**src/hdl/dacps_defs.vh**
```
`ifndef DACPS_DEFS_VH
`define DACPS_DEFS_VH

// sample word
`define DACPS_SAMPLE_W        8
`define DACPS_CODE_FULL       8'hff
`define DACPS_CODE_ZERO       8'h00

// sample fifo
`define DACPS_FIFO_DEPTH      16
`define DACPS_FIFO_AW         4
`define DACPS_FIFO_CW         5

// clock receiver modes
`define DACPS_MODE_W          2
`define DACPS_MODE_SINGLE     2'h0
`define DACPS_MODE_DIFF       2'h1
`define DACPS_MODE_PECL       2'h2

// timing, in ns, with the sys_clk period
`define DACPS_CLK_PERIOD_NS   8
`define DACPS_PD_MAX_NS       50
`define DACPS_WAKE_NS         5000
`define DACPS_PD_MAX_CYC      (`DACPS_PD_MAX_NS / `DACPS_CLK_PERIOD_NS)
`define DACPS_WAKE_CYC \
	((`DACPS_WAKE_NS + `DACPS_CLK_PERIOD_NS - 1) / `DACPS_CLK_PERIOD_NS)
`define DACPS_WAKE_W          10

// power states
`define DACPS_ST_W            2
`define DACPS_ST_RUN          2'h0
`define DACPS_ST_SLEEP        2'h1
`define DACPS_ST_WAKE         2'h2

`endif

```
**src/hdl/dacps_sample_path.v**
```verilog
// Summary of operation
// - take 8-bit straight binary samples, msb on bit 7, lsb on bit 0
// - all ones gives full scale on primary; complement carries remainder
// - capture each sample in an edge-triggered register on rising edge
// - capture and update path takes one word per sys_clk edge, 125 MSPS at the 8 ns period
// - strap picks single-ended, differential or terminated PECL receiver
// - power-down high switches output current off; low runs normally
// - power down within 50 ns; about 5 us before output valid again
`timescale 1ns/10ps
`include "dacps_defs.vh"

module dacps_fifo #(
	parameter WIDTH = `DACPS_SAMPLE_W,
	parameter DEPTH = `DACPS_FIFO_DEPTH
) (
	// clock and reset
	input  wire             sys_clk,
	input  wire             reset_n,
	// fill side
	input  wire [WIDTH-1:0] in_data,
	input  wire             in_valid,
	output wire             in_ready,
	// drain side
	output wire [WIDTH-1:0] out_data,
	output wire             out_valid,
	input  wire             out_ready
);
	reg  [WIDTH-1:0]           mem [0:DEPTH-1];
	reg  [`DACPS_FIFO_AW-1:0]  wr_ptr;
	reg  [`DACPS_FIFO_AW-1:0]  rd_ptr;
	reg  [`DACPS_FIFO_CW-1:0]  count;
	wire                       push;
	wire                       pop;

	assign in_ready  = (count != DEPTH[`DACPS_FIFO_CW-1:0]);
	assign out_valid = (count != {`DACPS_FIFO_CW{1'b0}});
	assign out_data  = mem[rd_ptr];
	assign push      = in_valid & in_ready;
	assign pop       = out_valid & out_ready;

	always @(posedge sys_clk) begin
		if (push) begin
			mem[wr_ptr] <= in_data;
		end
	end

	always @(posedge sys_clk or negedge reset_n) begin
		if (!reset_n) begin
			wr_ptr <= {`DACPS_FIFO_AW{1'b0}};
			rd_ptr <= {`DACPS_FIFO_AW{1'b0}};
			count  <= {`DACPS_FIFO_CW{1'b0}};
		end else begin
			if (push) begin
				wr_ptr <= wr_ptr + 1'b1;
			end
			if (pop) begin
				rd_ptr <= rd_ptr + 1'b1;
			end
			if (push && !pop) begin
				count <= count + 1'b1;
			end else if (pop && !push) begin
				count <= count - 1'b1;
			end
		end
	end
endmodule // dacps_fifo

module dacps_sample_path (
	// clock and reset
	input  wire                       sys_clk,
	input  wire                       reset_n,
	// sample stream from upstream logic
	input  wire [`DACPS_SAMPLE_W-1:0] sample_data,
	input  wire                       sample_valid,
	output wire                       sample_ready,
	// straps and control
	input  wire                       clock_mode_strap_gnd,
	input  wire                       clock_mode_strap_vdd,
	input  wire                       power_down,
	// clock receiver setup
	output reg  [`DACPS_MODE_W-1:0]   clock_rx_mode,
	output reg                        clock_rx_pecl_term,
	// converter drive
	output reg  [`DACPS_SAMPLE_W-1:0] primary_current_output,
	output reg  [`DACPS_SAMPLE_W-1:0] complement_current_output,
	output reg                        output_current_on,
	output reg                        output_valid,
	output reg                        sample_update
);
	reg  [`DACPS_SAMPLE_W-1:0] code;
	reg  [`DACPS_SAMPLE_W-1:0] next_code;
	reg  [`DACPS_ST_W-1:0]     state;
	reg  [`DACPS_ST_W-1:0]     next_state;
	reg  [`DACPS_WAKE_W-1:0]   wake_cnt;
	reg                        strap_taken;
	wire [`DACPS_SAMPLE_W-1:0] fifo_data;
	wire                       fifo_valid;
	wire                       fifo_ready;
	wire                       take;

	// strap decode: tied low, tied high, or floating (neither)
	function [`DACPS_MODE_W-1:0] mode_of;
		input gnd;
		input vdd;
		begin
			if (gnd) begin
				mode_of = `DACPS_MODE_SINGLE;
			end else if (vdd) begin
				mode_of = `DACPS_MODE_DIFF;
			end else begin
				mode_of = `DACPS_MODE_PECL;
			end
		end
	endfunction

	// fifo absorbs bursts; sleeping stops the drain so it fills and stalls
	dacps_fifo #(
		.WIDTH (`DACPS_SAMPLE_W),
		.DEPTH (`DACPS_FIFO_DEPTH)
	) u_fifo (
		.sys_clk   (sys_clk),
		.reset_n   (reset_n),
		.in_data   (sample_data),
		.in_valid  (sample_valid),
		.in_ready  (sample_ready),
		.out_data  (fifo_data),
		.out_valid (fifo_valid),
		.out_ready (fifo_ready)
	);

	// one word per edge keeps the path at full clock rate
	assign fifo_ready = (state == `DACPS_ST_RUN) & ~power_down;
	assign take       = fifo_valid & fifo_ready;

	// strap is sampled once, on the first edge after reset release
	always @(posedge sys_clk or negedge reset_n) begin
		if (!reset_n) begin
			strap_taken        <= 1'b0;
			clock_rx_mode      <= `DACPS_MODE_SINGLE;
			clock_rx_pecl_term <= 1'b0;
		end else if (!strap_taken) begin
			strap_taken        <= 1'b1;
			clock_rx_mode      <= mode_of(clock_mode_strap_gnd,
				clock_mode_strap_vdd);
			clock_rx_pecl_term <= (mode_of(clock_mode_strap_gnd,
				clock_mode_strap_vdd) == `DACPS_MODE_PECL);
		end
	end

	// power state: sleep at once, wake after the settle count
	always @* begin
		next_state = state;
		case (state)
			`DACPS_ST_RUN: begin
				if (power_down) begin
					next_state = `DACPS_ST_SLEEP;
				end
			end
			`DACPS_ST_SLEEP: begin
				if (!power_down) begin
					next_state = `DACPS_ST_WAKE;
				end
			end
			`DACPS_ST_WAKE: begin
				if (power_down) begin
					next_state = `DACPS_ST_SLEEP;
				end else if (wake_cnt ==
					`DACPS_WAKE_CYC - 1) begin
					next_state = `DACPS_ST_RUN;
				end
			end
			default: begin
				next_state = `DACPS_ST_RUN;
			end
		endcase
	end

	// a sample is latched only on a taken edge, otherwise held
	always @* begin
		next_code = code;
		if (take) begin
			next_code = fifo_data;
		end
	end

	always @(posedge sys_clk or negedge reset_n) begin
		if (!reset_n) begin
			state    <= `DACPS_ST_RUN;
			wake_cnt <= {`DACPS_WAKE_W{1'b0}};
			code     <= `DACPS_CODE_ZERO;
		end else begin
			state <= next_state;
			code  <= next_code;
			if (state == `DACPS_ST_WAKE && !power_down) begin
				wake_cnt <= wake_cnt + 1'b1;
			end else begin
				wake_cnt <= {`DACPS_WAKE_W{1'b0}};
			end
		end
	end

	// output stage: current cut in one edge, well inside the 50 ns limit
	always @(posedge sys_clk or negedge reset_n) begin
		if (!reset_n) begin
			primary_current_output    <= `DACPS_CODE_ZERO;
			complement_current_output <= `DACPS_CODE_ZERO;
			output_current_on         <= 1'b0;
			output_valid              <= 1'b0;
			sample_update             <= 1'b0;
		end else begin
			sample_update <= take;
			output_valid  <= (next_state == `DACPS_ST_RUN) &
				~power_down;
			if (power_down || next_state != `DACPS_ST_RUN) begin
				output_current_on         <= 1'b0;
				primary_current_output    <= `DACPS_CODE_ZERO;
				complement_current_output <= `DACPS_CODE_ZERO;
			end else begin
				output_current_on         <= 1'b1;
				primary_current_output    <= next_code;
				complement_current_output <=
					`DACPS_CODE_FULL - next_code;
			end
		end
	end
endmodule // dacps_sample_path

```
**config.mk**
```make
export PLATFORM = sky130hd
export DESIGN_NAME = dacps_sample_path
export DESIGN_NICKNAME = d
export VERILOG_FILES = /design/src/hdl/dacps_sample_path.v
export VERILOG_INCLUDE_DIRS = /design/src /design/src/hdl
export SDC_FILE = /design/constraint.sdc
export NUM_CORES = 1
export LEC_CHECK = 0
export BUFFER_PORTS_ARGS = -buffer_cell sky130_fd_sc_hd__buf_4
export CAP_MARGIN = 20
export CELL_PAD_IN_SITES_DETAIL_PLACEMENT = 1
export CELL_PAD_IN_SITES_GLOBAL_PLACEMENT = 1
export CORE_ASPECT_RATIO = 1.75
export CORE_MARGIN = 2
export CORE_UTILIZATION = 30
export CTS_CLUSTER_DIAMETER = 80
export DETAILED_ROUTE_END_ITERATION = 8
export MAX_ROUTING_LAYER = met4
export PLACE_DENSITY_LB_ADDON = 0.2
export SYNTH_ARGS = -nofsm -noshare
export SYNTH_HDL_FRONTEND = slang
export SYNTH_SLANG_ARGS = --single-unit
```
**constraint.sdc**
```tcl
create_clock -name sys_clk -period 3.56 [get_ports sys_clk]
set_clock_uncertainty 0.2 [all_clocks]
set_input_delay 0.712 -clock sys_clk [delete_from_list [all_inputs] [get_ports sys_clk]]
set_output_delay 0.712 -clock sys_clk [all_outputs]
set_load 0.01 [all_outputs]
```
* Word level (Yosys, flattened, before mapping)
Memory sizes are Yosys's and may differ from the RTL's.
Cells that the tools add are included.
** Storage, ports and cells
- Bits in writable memories :: 128
- Memories :: 1
- Flip-flop bits (word level) :: 56
- Input bits :: 14
- Output and inout bits :: 23
** Cells by class
- Add/subtract/negate cells :: 6
- Equal/unequal tests :: 5
- Bitwise logic cells :: 5
- Reductions and logical operators :: 12
- Multiplexer cells :: 17
** Memory list
- u_fifo.mem :: words 16, width 8, read ports 1, clocked after Yosys merged registers in 0, wr ports 1, line dacps_sample_path.v:28 : reg [WIDTH-1:0] mem [0:DEPTH-1];
** Operator list (number)
- 8-bit 2-to-1 mux :: 3
- 2-bit 2-to-1 mux :: 7
- 10-bit by 1-bit adder with 10-bit output, second input constant :: 1
- 10-bit == test, second input constant :: 1
- 10-bit 2-to-1 mux :: 1
- 5-bit 2-to-1 mux :: 2
- 4-bit by 1-bit adder with 4-bit output, second input constant :: 2
- 8-bit subtractor, first input constant :: 1
- 2-bit case mux with 3 select lines :: 1
- 5-bit by 1-bit adder with 5-bit output, second input constant :: 1
- 5-bit != test, second input constant :: 1
- 5-bit nonzero test :: 1
- 5-bit by 1-bit subtractor with 5-bit output, second input constant :: 1
- 1-bit bitwise AND :: 4
- 2-bit == test, second input constant :: 2
- 2-bit logical NOT :: 2
- 2-bit nonzero test :: 2
- 1-bit logical AND :: 3
- 1-bit logical NOT :: 3
- 1-bit 2-to-1 mux :: 3
- 2-bit by 1-bit == test with 1-bit output, second input constant :: 1
- 1-bit logical OR :: 1
- 1-bit NOT :: 1

* Logic depth before layout (Yosys ltp)
Gate-level depths: netlist (run 1).
- Word-level depth :: 7
- Gate-level depth with buffers :: 12

* Hierarchy
Synthesis (run 1) repeated with hierarchy kept, for this count alone.
** Unflattened totals
- Cells, all modules :: 445
- Area total of the unflattened synthesis :: 7374.6 um^2
** By module, submodules not included
- dacps_fifo :: cells each 318, seq. area each 4169.0 um^2, area each 5770.5 um^2, times used 1
- dacps_sample_path :: cells each 127, seq. area each 1026.0 um^2, area each 1604.0 um^2, times used 1

* Least setup slack after synthesis (run 1)
OpenSTA, ideal clock, no wires.
- Path kind :: register to register
- From :: register u_fifo.count[3]
- To :: register u_fifo.count[4]
- Arrival time :: 2.800 ns
- Setup time :: 0.125 ns
- Clock period less this slack :: 3.125 ns
- Cell stages (with the launch flop) :: 13
- Path buffers :: 1
- Setup slack :: 0.435 ns
- Cell sequence :: dfrtp_1 or3_1 or3b_2 and2_1 buf_2 ha_1 inv_1 ha_1 a21o_1 a21oi_1 xnor2_1 nor2_1 xor2_1
** Between the ends
- Longest elaborated chain between the ends :: 5
- Elaborated cells on any way between the ends :: 13
- Classes of those cells :: add/sub: 2; eq/ne: 1; mux: 2; bitwise: 2; reduce/logical: 6
** Ends and longest elaborated chain
- start: declaration :: line dacps_sample_path.v:31 : reg [`DACPS_FIFO_CW-1:0] count;
- start signal: assignment :: line dacps_sample_path.v:51 : count <= {`DACPS_FIFO_CW{1'b0}};
- start signal: assignment :: line dacps_sample_path.v:60 : count <= count + 1'b1;
- start signal: assignment :: line dacps_sample_path.v:62 : count <= count - 1'b1;
- 5-bit != test * :: line dacps_sample_path.v:35 : assign in_ready = (count != DEPTH[`DACPS_FIFO_CW-1:0]);
- via sample_ready :: line dacps_sample_path.v:75 : output wire sample_ready,
- 1-bit bitwise AND * :: line dacps_sample_path.v:38 : assign push = in_valid & in_ready;
- via u_fifo.push :: line dacps_sample_path.v:32 : wire push;
- 1-bit logical NOT :: line dacps_sample_path.v:61 : end else if (pop && !push) begin
- 1-bit logical AND :: line dacps_sample_path.v:61
- 2-bit nonzero test (no line)
The timed path passes the listed nets; every way through them passes the cells marked *. The select of a mux whose other input is x is not followed.
A chain may end at the register's enable or synchronous reset.

* Worst setup path in the final report (run 1)
- From :: register u_fifo.count[3]
- To :: register u_fifo.count[4]
** Between the ends
- Longest elaborated chain between the ends :: 5
- Elaborated cells on any way between the ends :: 13
- Classes of those cells :: add/sub: 2; eq/ne: 1; mux: 2; bitwise: 2; reduce/logical: 6
** Ends and longest elaborated chain
- parallel branches: the longest is 5 deep, another holds 5-bit by 1-bit subtractor with 5-bit output
Parallel ways; which one is timed is not known. The select of a mux whose other input is x is not followed.

==> impl_metrics.json, run 1 <==
{
  "yosys.area.top_type": "edfxtp_1",
  "pre_cts_slack_ns": 0.243,
  "crit_arrival_ns": 3.41,
  "ios": 37,
  "placed_area_mm2": 0.00790,
  "setup_slack_ns": 0.259,
  "firstDrtPassIters": 6,
  "placeableCoreArea_mm2": 0.0237,
  "syn2layout_area_growth_pct": 18.4,
  "required_ns": 3.67,
  "dominantRegCellSynth": "edfxtp_1",
  "rsz0062_at_grt": "no",
  "cpPeakStageDelay_ns": 0.46,
  "irDropWorstVdd_v": 0.000331,
  "synthCells": 403,
  "routed_via_density": 4.59,
  "grt-ovfl-total": 0,
  "h-tree-depth": 4,
  "ys_seq_area_share_pct": 72.3,
  "detail_route.wl_per_cell_um": 18.6,
  "maxSlewHeadroom_pct": 54.0,
  "place_hpwl_mm": 10.0,
  "drc_errors": 0,
  "fin_area_mm2": 0.00851,
  "crit_fanout": 9,
  "worst_setup_path_start_kind": "flop",
  "die_w_um": 121,
  "setup_tns_ns": 0,
  "syn_nets": 429,
  "place_inst": 748,
  "ys_warn_count": 0,
  "setup_viol": 0,
  "final_util_pct": 35.8,
  "hold_buffers": 0,
  "critPathBufInv": 1,
  "power.leakage_nw": 3.11,
  "ys_ff_latch": 182,
  "antennaDiodeCount": 0,
  "cts_tree": "built",
  "ys_top_cells_by_area": "edfxtp_1 (53%), dfrtp_1 (19%), mux4_2 (10%)",
  "cts_buffers": 17,
  "reg2reg_to": "u_fifo.count[4]$_DFFE_PN0P_",
  "ys_async_sr_fraction_pct": 29.7,
  "rows": 75,
  "antenna_found_initial": 0,
  "rr_worst_depth": 11,
  "worstHoldPathType": "in2async",
  "status": "completed",
  "reg2reg_slack_ns": 0.26,
  "crit_path_top_delay_cell": "or3b_2",
  "dr_total_vias": 3584,
  "grt_pass1_vias": 4077,
  "worstSkewPairLatency_ns": 0.44,
  "finalNonFillerCells": 780,
  "path_clk_slew_ns": 0.07,
  "layout-drive-gt1-share_pct": 28.6,
  "hold_ws_ns": 0.112,
  "reg2reg_from": "u_fifo.count[3]$_DFFE_PN0P_",
  "cts_resized": 0,
  "synth_top_area_share_pct": 53.5,
  "endpoint_kind": "flop",
  "start_util_pct": 30.3,
  "die_area_mm2": 0.0253,
  "numPortBuffers": 36,
  "synth_area_mm2": 0.00719,
  "drt_iter0_drc": 167,
  "cts_max_path_buffers": 2,
  "powerDensity_mw_per_mm2": 752,
  "clock-sinks": 182,
  "finalCriticalPeriod_ns": 3.30,
  "gp_congestion": 0.709,
  "nets": 485,
  "ant_nets": 0,
  "fp.dieH_um": 209,
  "avgSynthCellArea_um2": 17.8,
  "synth_edf_count": 128,
  "fmax_ghz": 0.303,
  "drv_cap": 0,
  "finalPower_mw": 6.40,
  "period_share_pct": 92.7,
  "hold_violations": 0,
  "ys_types": 39,
  "root_buffer": "clkbuf_16",
  "grtUsageTotal_pct": 13.0,
  "post_cts_buffers": 0,
  "wl_mm": 14.5,
  "path_cells": "or3_1 > or3b_2 > and2_1 > ha_1 > inv_1 > ha_1 > a21o_1 > a21oi_1 > xnor2_1 > nor2_1 > xor2_1",
  "grt_max_degree": 55,
  "worstMarginPinSlew_ns": 0.690,
  "grt_pass1_wl_mm": 23.5,
  "crit_type": "reg2reg",
  "drv_slew": 0,
  "crit_family": "simple AND/OR/NAND/NOR gates",
  "cpMostUsedCell": "ha_1"
}
[cell families (layout without fill, tap and decap cells)]
family          Yosys count  count (layout)  share of synthesized area [%]
mux                      50              50                           12.6
compound gates           24              24                           2.99
other cells               1               1                         0.0522
fa+ha+maj                12              12                           2.19
xor+xnor                 18              18                           2.19
buf+inv                  26              95                           1.86
simple gates             90              90                           5.85
flops                   182             182                           72.3
[layer usage]
layer | track usage [%] | part of all wire [%] | vias up
met5 | - | 0 | -
met4 | 5.05 | 1.6 | 0
met1 | 13.6 | 37 | 1884
li1 | - | - | 1637
met2 | 23.6 | 59 | 49
met3 | 2.35 | 2.3 | 14
[layout by cell type (no fill, tap or decap), types with 3 or more instances in the layout]
master / synthesis / routed
edfxtp_1: 128 / 128
buf_4: 5 / 55
dfrtp_1: 54 / 53
nor2_1: 37 / 37
mux4_2: 32 / 32
nand2_1: 17 / 17
clkbuf_16: 0 / 17
mux2i_1: 16 / 16
xnor2_1: 11 / 11
ha_1: 11 / 11
and2_1: 10 / 10
a221oi_2: 8 / 8
inv_1: 7 / 7
nor3_1: 7 / 7
xor2_1: 7 / 7
inv_6: 0 / 7
o21ai_0: 6 / 6
a21oi_1: 4 / 4
or3_1: 3 / 3
nand2b_1: 3 / 3
nand4_1: 3 / 3
[report_power, final]
part / switching, mW / total [mW] / leakage [nW] / internal [mW]
combinational: 0.873 / 1.69 / 0.972 / 0.813
sequential: 0.192 / 2.78 / 1.84 / 2.59
clock: 0.865 / 1.93 / 0.294 / 1.07
total: 1.93 / 6.40 / 3.11 / 4.47
[flip-flops by register name (all words and copies together) (netlist names)]
| signal | flops |
|---|---|
| code | 8 |
| primary_current_output | 8 |
| sample_update | 1 |
| state | 2 |
| u_fifo.mem | 128 |
| clock_rx_mode | 2 |
| u_fifo.wr_ptr | 4 |
| u_fifo.count | 5 |
| strap_taken | 1 |
| output_current_on | 1 |
| complement_current_output | 8 |
| u_fifo.rd_ptr | 4 |
| wake_cnt | 10 |
[worst register-to-register path: cells and delay by family, from the launching register on]
family	cells	cell delay [ns]
AO/OA/AOI/OAI	2	0.35
XOR/XNOR	2	0.29
adder cells (fa/ha/maj)	2	0.57
buffers and inverters	1	0.14
flip-flops	1	0.41
AND/OR/NAND/NOR	4	1.22
[how the worst max path moves through the flow]
stage	startpoint	end	slack [ns]	cells after the start
3_3_place_gp	u_fifo.count[3]$_DFFE_PN0P_	u_fifo.count[4]$_DFFE_PN0P_	0.34	11
6_report	u_fifo.count[3]$_DFFE_PN0P_	u_fifo.count[4]$_DFFE_PN0P_	0.26	11
2_1_floorplan	u_fifo.count[3]$_DFFE_PN0P_	u_fifo.count[4]$_DFFE_PN0P_	0.43	12
4_1_cts	u_fifo.count[3]$_DFFE_PN0P_	u_fifo.count[4]$_DFFE_PN0P_	0.23	11
3_5_place_dp	u_fifo.count[3]$_DFFE_PN0P_	u_fifo.count[4]$_DFFE_PN0P_	0.24	11
5_1_grt	u_fifo.count[3]$_DFFE_PN0P_	u_fifo.count[4]$_DFFE_PN0P_	0.11	11
[cells in the mapped netlist, types with 8 or more instances]
| cell | count |
|---|---|
| a221oi_2 | 8 |
| and2_1 | 10 |
| buf_2 | 8 |
| dfrtp_1 | 54 |
| edfxtp_1 | 128 |
| ha_1 | 11 |
| mux2i_1 | 16 |
| mux4_2 | 32 |
| nand2_1 | 17 |
| nor2_1 | 37 |
| xnor2_1 | 11 |
[cell type report]
| type | instances | area [um2] |
|---|---|---|
| clock inverter | 15 | 185 |
| multi-input combinational | 195 | 1860 |
| clock buffer | 17 | 425 |
| timing repair buffer | 56 | 433 |
| sequential | 182 | 5200 |
| inverter | 7 | 26.3 |
| tap | 308 | 385 |
| fill | 2369 | 15200 |
Note: power is estimated with default switching activity, not from simulation.
==> run 2: changes to the inputs <==
--- a/config.mk
+++ b/config.mk
@@ -10,7 +10,7 @@
 export CAP_MARGIN = 20
 export CELL_PAD_IN_SITES_DETAIL_PLACEMENT = 1
 export CELL_PAD_IN_SITES_GLOBAL_PLACEMENT = 1
-export CORE_ASPECT_RATIO = 1.75
+export CORE_ASPECT_RATIO = 1.1
 export CORE_MARGIN = 2
 export CORE_UTILIZATION = 30
 export CTS_CLUSTER_DIAMETER = 80
==> constraint.sdc (replaced) <==
create_clock -name sys_clk -period 3.56 [get_ports sys_clk]
set_clock_uncertainty 0.2 [all_clocks]
set_input_delay 0.712 -clock sys_clk [delete_from_list [all_inputs] [get_ports sys_clk]]
set_output_delay 0.712 -clock sys_clk [all_outputs]
set_load 0.1 [all_outputs]
==> impl_metrics.json, run 2 (synthesis results as in run 1) <==
{
  "hold_violations": 0,
  "rr_worst_depth": 11,
  "drc_errors": 0,
  "worstMarginPinSlew_ns": 0.681,
  "gp_congestion": 0.673,
  "root_buffer": "clkbuf_16",
  "cts_resized": 0,
  "rsz0062_at_grt": "no",
  "setup_tns_ns": 0,
  "top_regs": "u_fifo.mem (128), wake_cnt (10)",
  "syn2layout_area_growth_pct": 19.2,
  "antennaDiodeCount": 0,
  "antenna_found_initial": 0,
  "dr_total_vias": 3628,
  "crit_arrival_ns": 3.40,
  "drv_cap": 0,
  "crit_type": "reg2reg",
  "cts_buffers": 17,
  "maxSlewHeadroom_pct": 54.6,
  "place_hpwl_mm": 9.44,
  "worstSkewPairLatency_ns": 0.43,
  "placeableCoreArea_mm2": 0.0236,
  "layout-drive-gt1-share_pct": 28.5,
  "required_ns": 3.66,
  "wl_mm": 14.7,
  "grtUsageTotal_pct": 12.9,
  "endpoint_kind": "flop",
  "final_cell_mix": "edfxtp_1 (128), buf_4 (56), dfrtp_1 (53)",
  "cpPeakStageDelay_ns": 0.46,
  "grt_pass1_vias": 4000,
  "finalCriticalPeriod_ns": 3.30,
  "status": "completed",
  "numPortBuffers": 36,
  "cp_num_cells": 11,
  "layout_commonest_cell": "edfxtp_1",
  "detail_route.wl_per_cell_um": 18.8,
  "routed_via_density": 4.66,
  "path_cells": "or3_1 > or3b_2 > and2_1 > ha_1 > inv_1 > ha_1 > a21o_1 > a21oi_1 > xnor2_1 > nor2_1 > xor2_1",
  "reg2reg_slack_ns": 0.26,
  "fmax_ghz": 0.303,
  "grt_max_degree": 55,
  "nets": 486,
  "die_area_mm2": 0.0252,
  "grt_pass1_wl_mm": 23.2,
  "cpMostUsedCell": "ha_1",
  "ios": 37,
  "seqCellArea_mm2": 0.00520,
  "worst_setup_path_start_kind": "flop",
  "cts_tree": "built",
  "ant_nets": 0,
  "rows": 59,
  "drv_slew": 0,
  "crit_path_top_delay_cell": "or3b_2",
  "grt-ovfl-total": 0,
  "hold_buffers": 0,
  "clock-sinks": 182,
  "setup_viol": 0,
  "finalPower_mw": 6.97,
  "power.leakage_nw": 3.13,
  "powerDensity_mw_per_mm2": 813,
  "critPathBufInv": 1,
  "drt_iter0_drc": 194,
  "start_util_pct": 30.4,
  "period_share_pct": 92.6,
  "regMostFlops": "u_fifo.mem",
  "firstDrtPassIters": 4,
  "fp.dieH_um": 166,
  "hold_ws_ns": 0.125,
  "cts_max_path_buffers": 2,
  "final_util_pct": 36.3,
  "multi_input_area_mm2": 0.00186,
  "crit_family": "simple AND/OR/NAND/NOR gates",
  "fill_cells": 2379,
  "crit_fanout": 9,
  "irDropWorstVdd_v": 0.000394,
  "worstHoldPathType": "in2async",
  "die_w_um": 152,
  "post_cts_buffers": 0,
  "largest_reg_flops": 128,
  "h-tree-depth": 4,
  "path_clk_slew_ns": 0.07
}
-- run 2: cell type report --
cell class	instances	area share, %
Clock inverter	14	2.76
Sequential cell	182	60.6
Tap cell	305	4.45
Clock buffer	18	5.01
Inverter	7	0.307
Multi-Input combinational cell	195	21.7
Timing Repair Buffer	57	5.14
-- run 2: final timing paths --
| kind | start | endpoint |
|---|---|---|
| setup reg to reg | u_fifo.count[3]$_DFFE_PN0P_ | u_fifo.count[4]$_DFFE_PN0P_ |
| max in group asynchronous | reset_n | u_fifo.rd_ptr[0]$_DFFE_PN0N_ |
| hold reg to reg | u_fifo.count[4]$_DFFE_PN0P_ | u_fifo.count[4]$_DFFE_PN0P_ |
| setup / recovery | u_fifo.count[3]$_DFFE_PN0P_ | u_fifo.count[4]$_DFFE_PN0P_ |
| hold / removal | reset_n | wake_cnt[6]$_DFF_PN0_ |
| min in group sys_clk | power_down | state[1]$_DFF_PN0_ |
-- run 2: per-stage QoR --
stage,instances,setup WS [ns],instance area [um2]
CTS,778,0.264,8570
detailed placement,746,0.276,7900
finish,778,0.263,8570
global placement,746,0.367,7900
global route,778,0.0954,8570
floorplan,403,0.103,7190
-- run 2: report_power, final --
part	total, mW	internal (mW)	switching (mW)
Clock	2.09	1.27	0.826
Sequential	2.78	2.59	0.189
Combinational	2.10	0.823	1.27
Total	6.97	4.68	2.29
-- run 2: per-layer routing --
| metal | track usage, % | share of wire (%) | vias to the layer above |
|---|---|---|---|
| li1 | - | - | 1638 |
| met1 | 16.0 | 45 | 1911 |
| met2 | 20.8 | 50 | 64 |
| met3 | 3.32 | 3.7 | 15 |
| met4 | 3.58 | 1.2 | 0 |
| met5 | - | 0 | - |
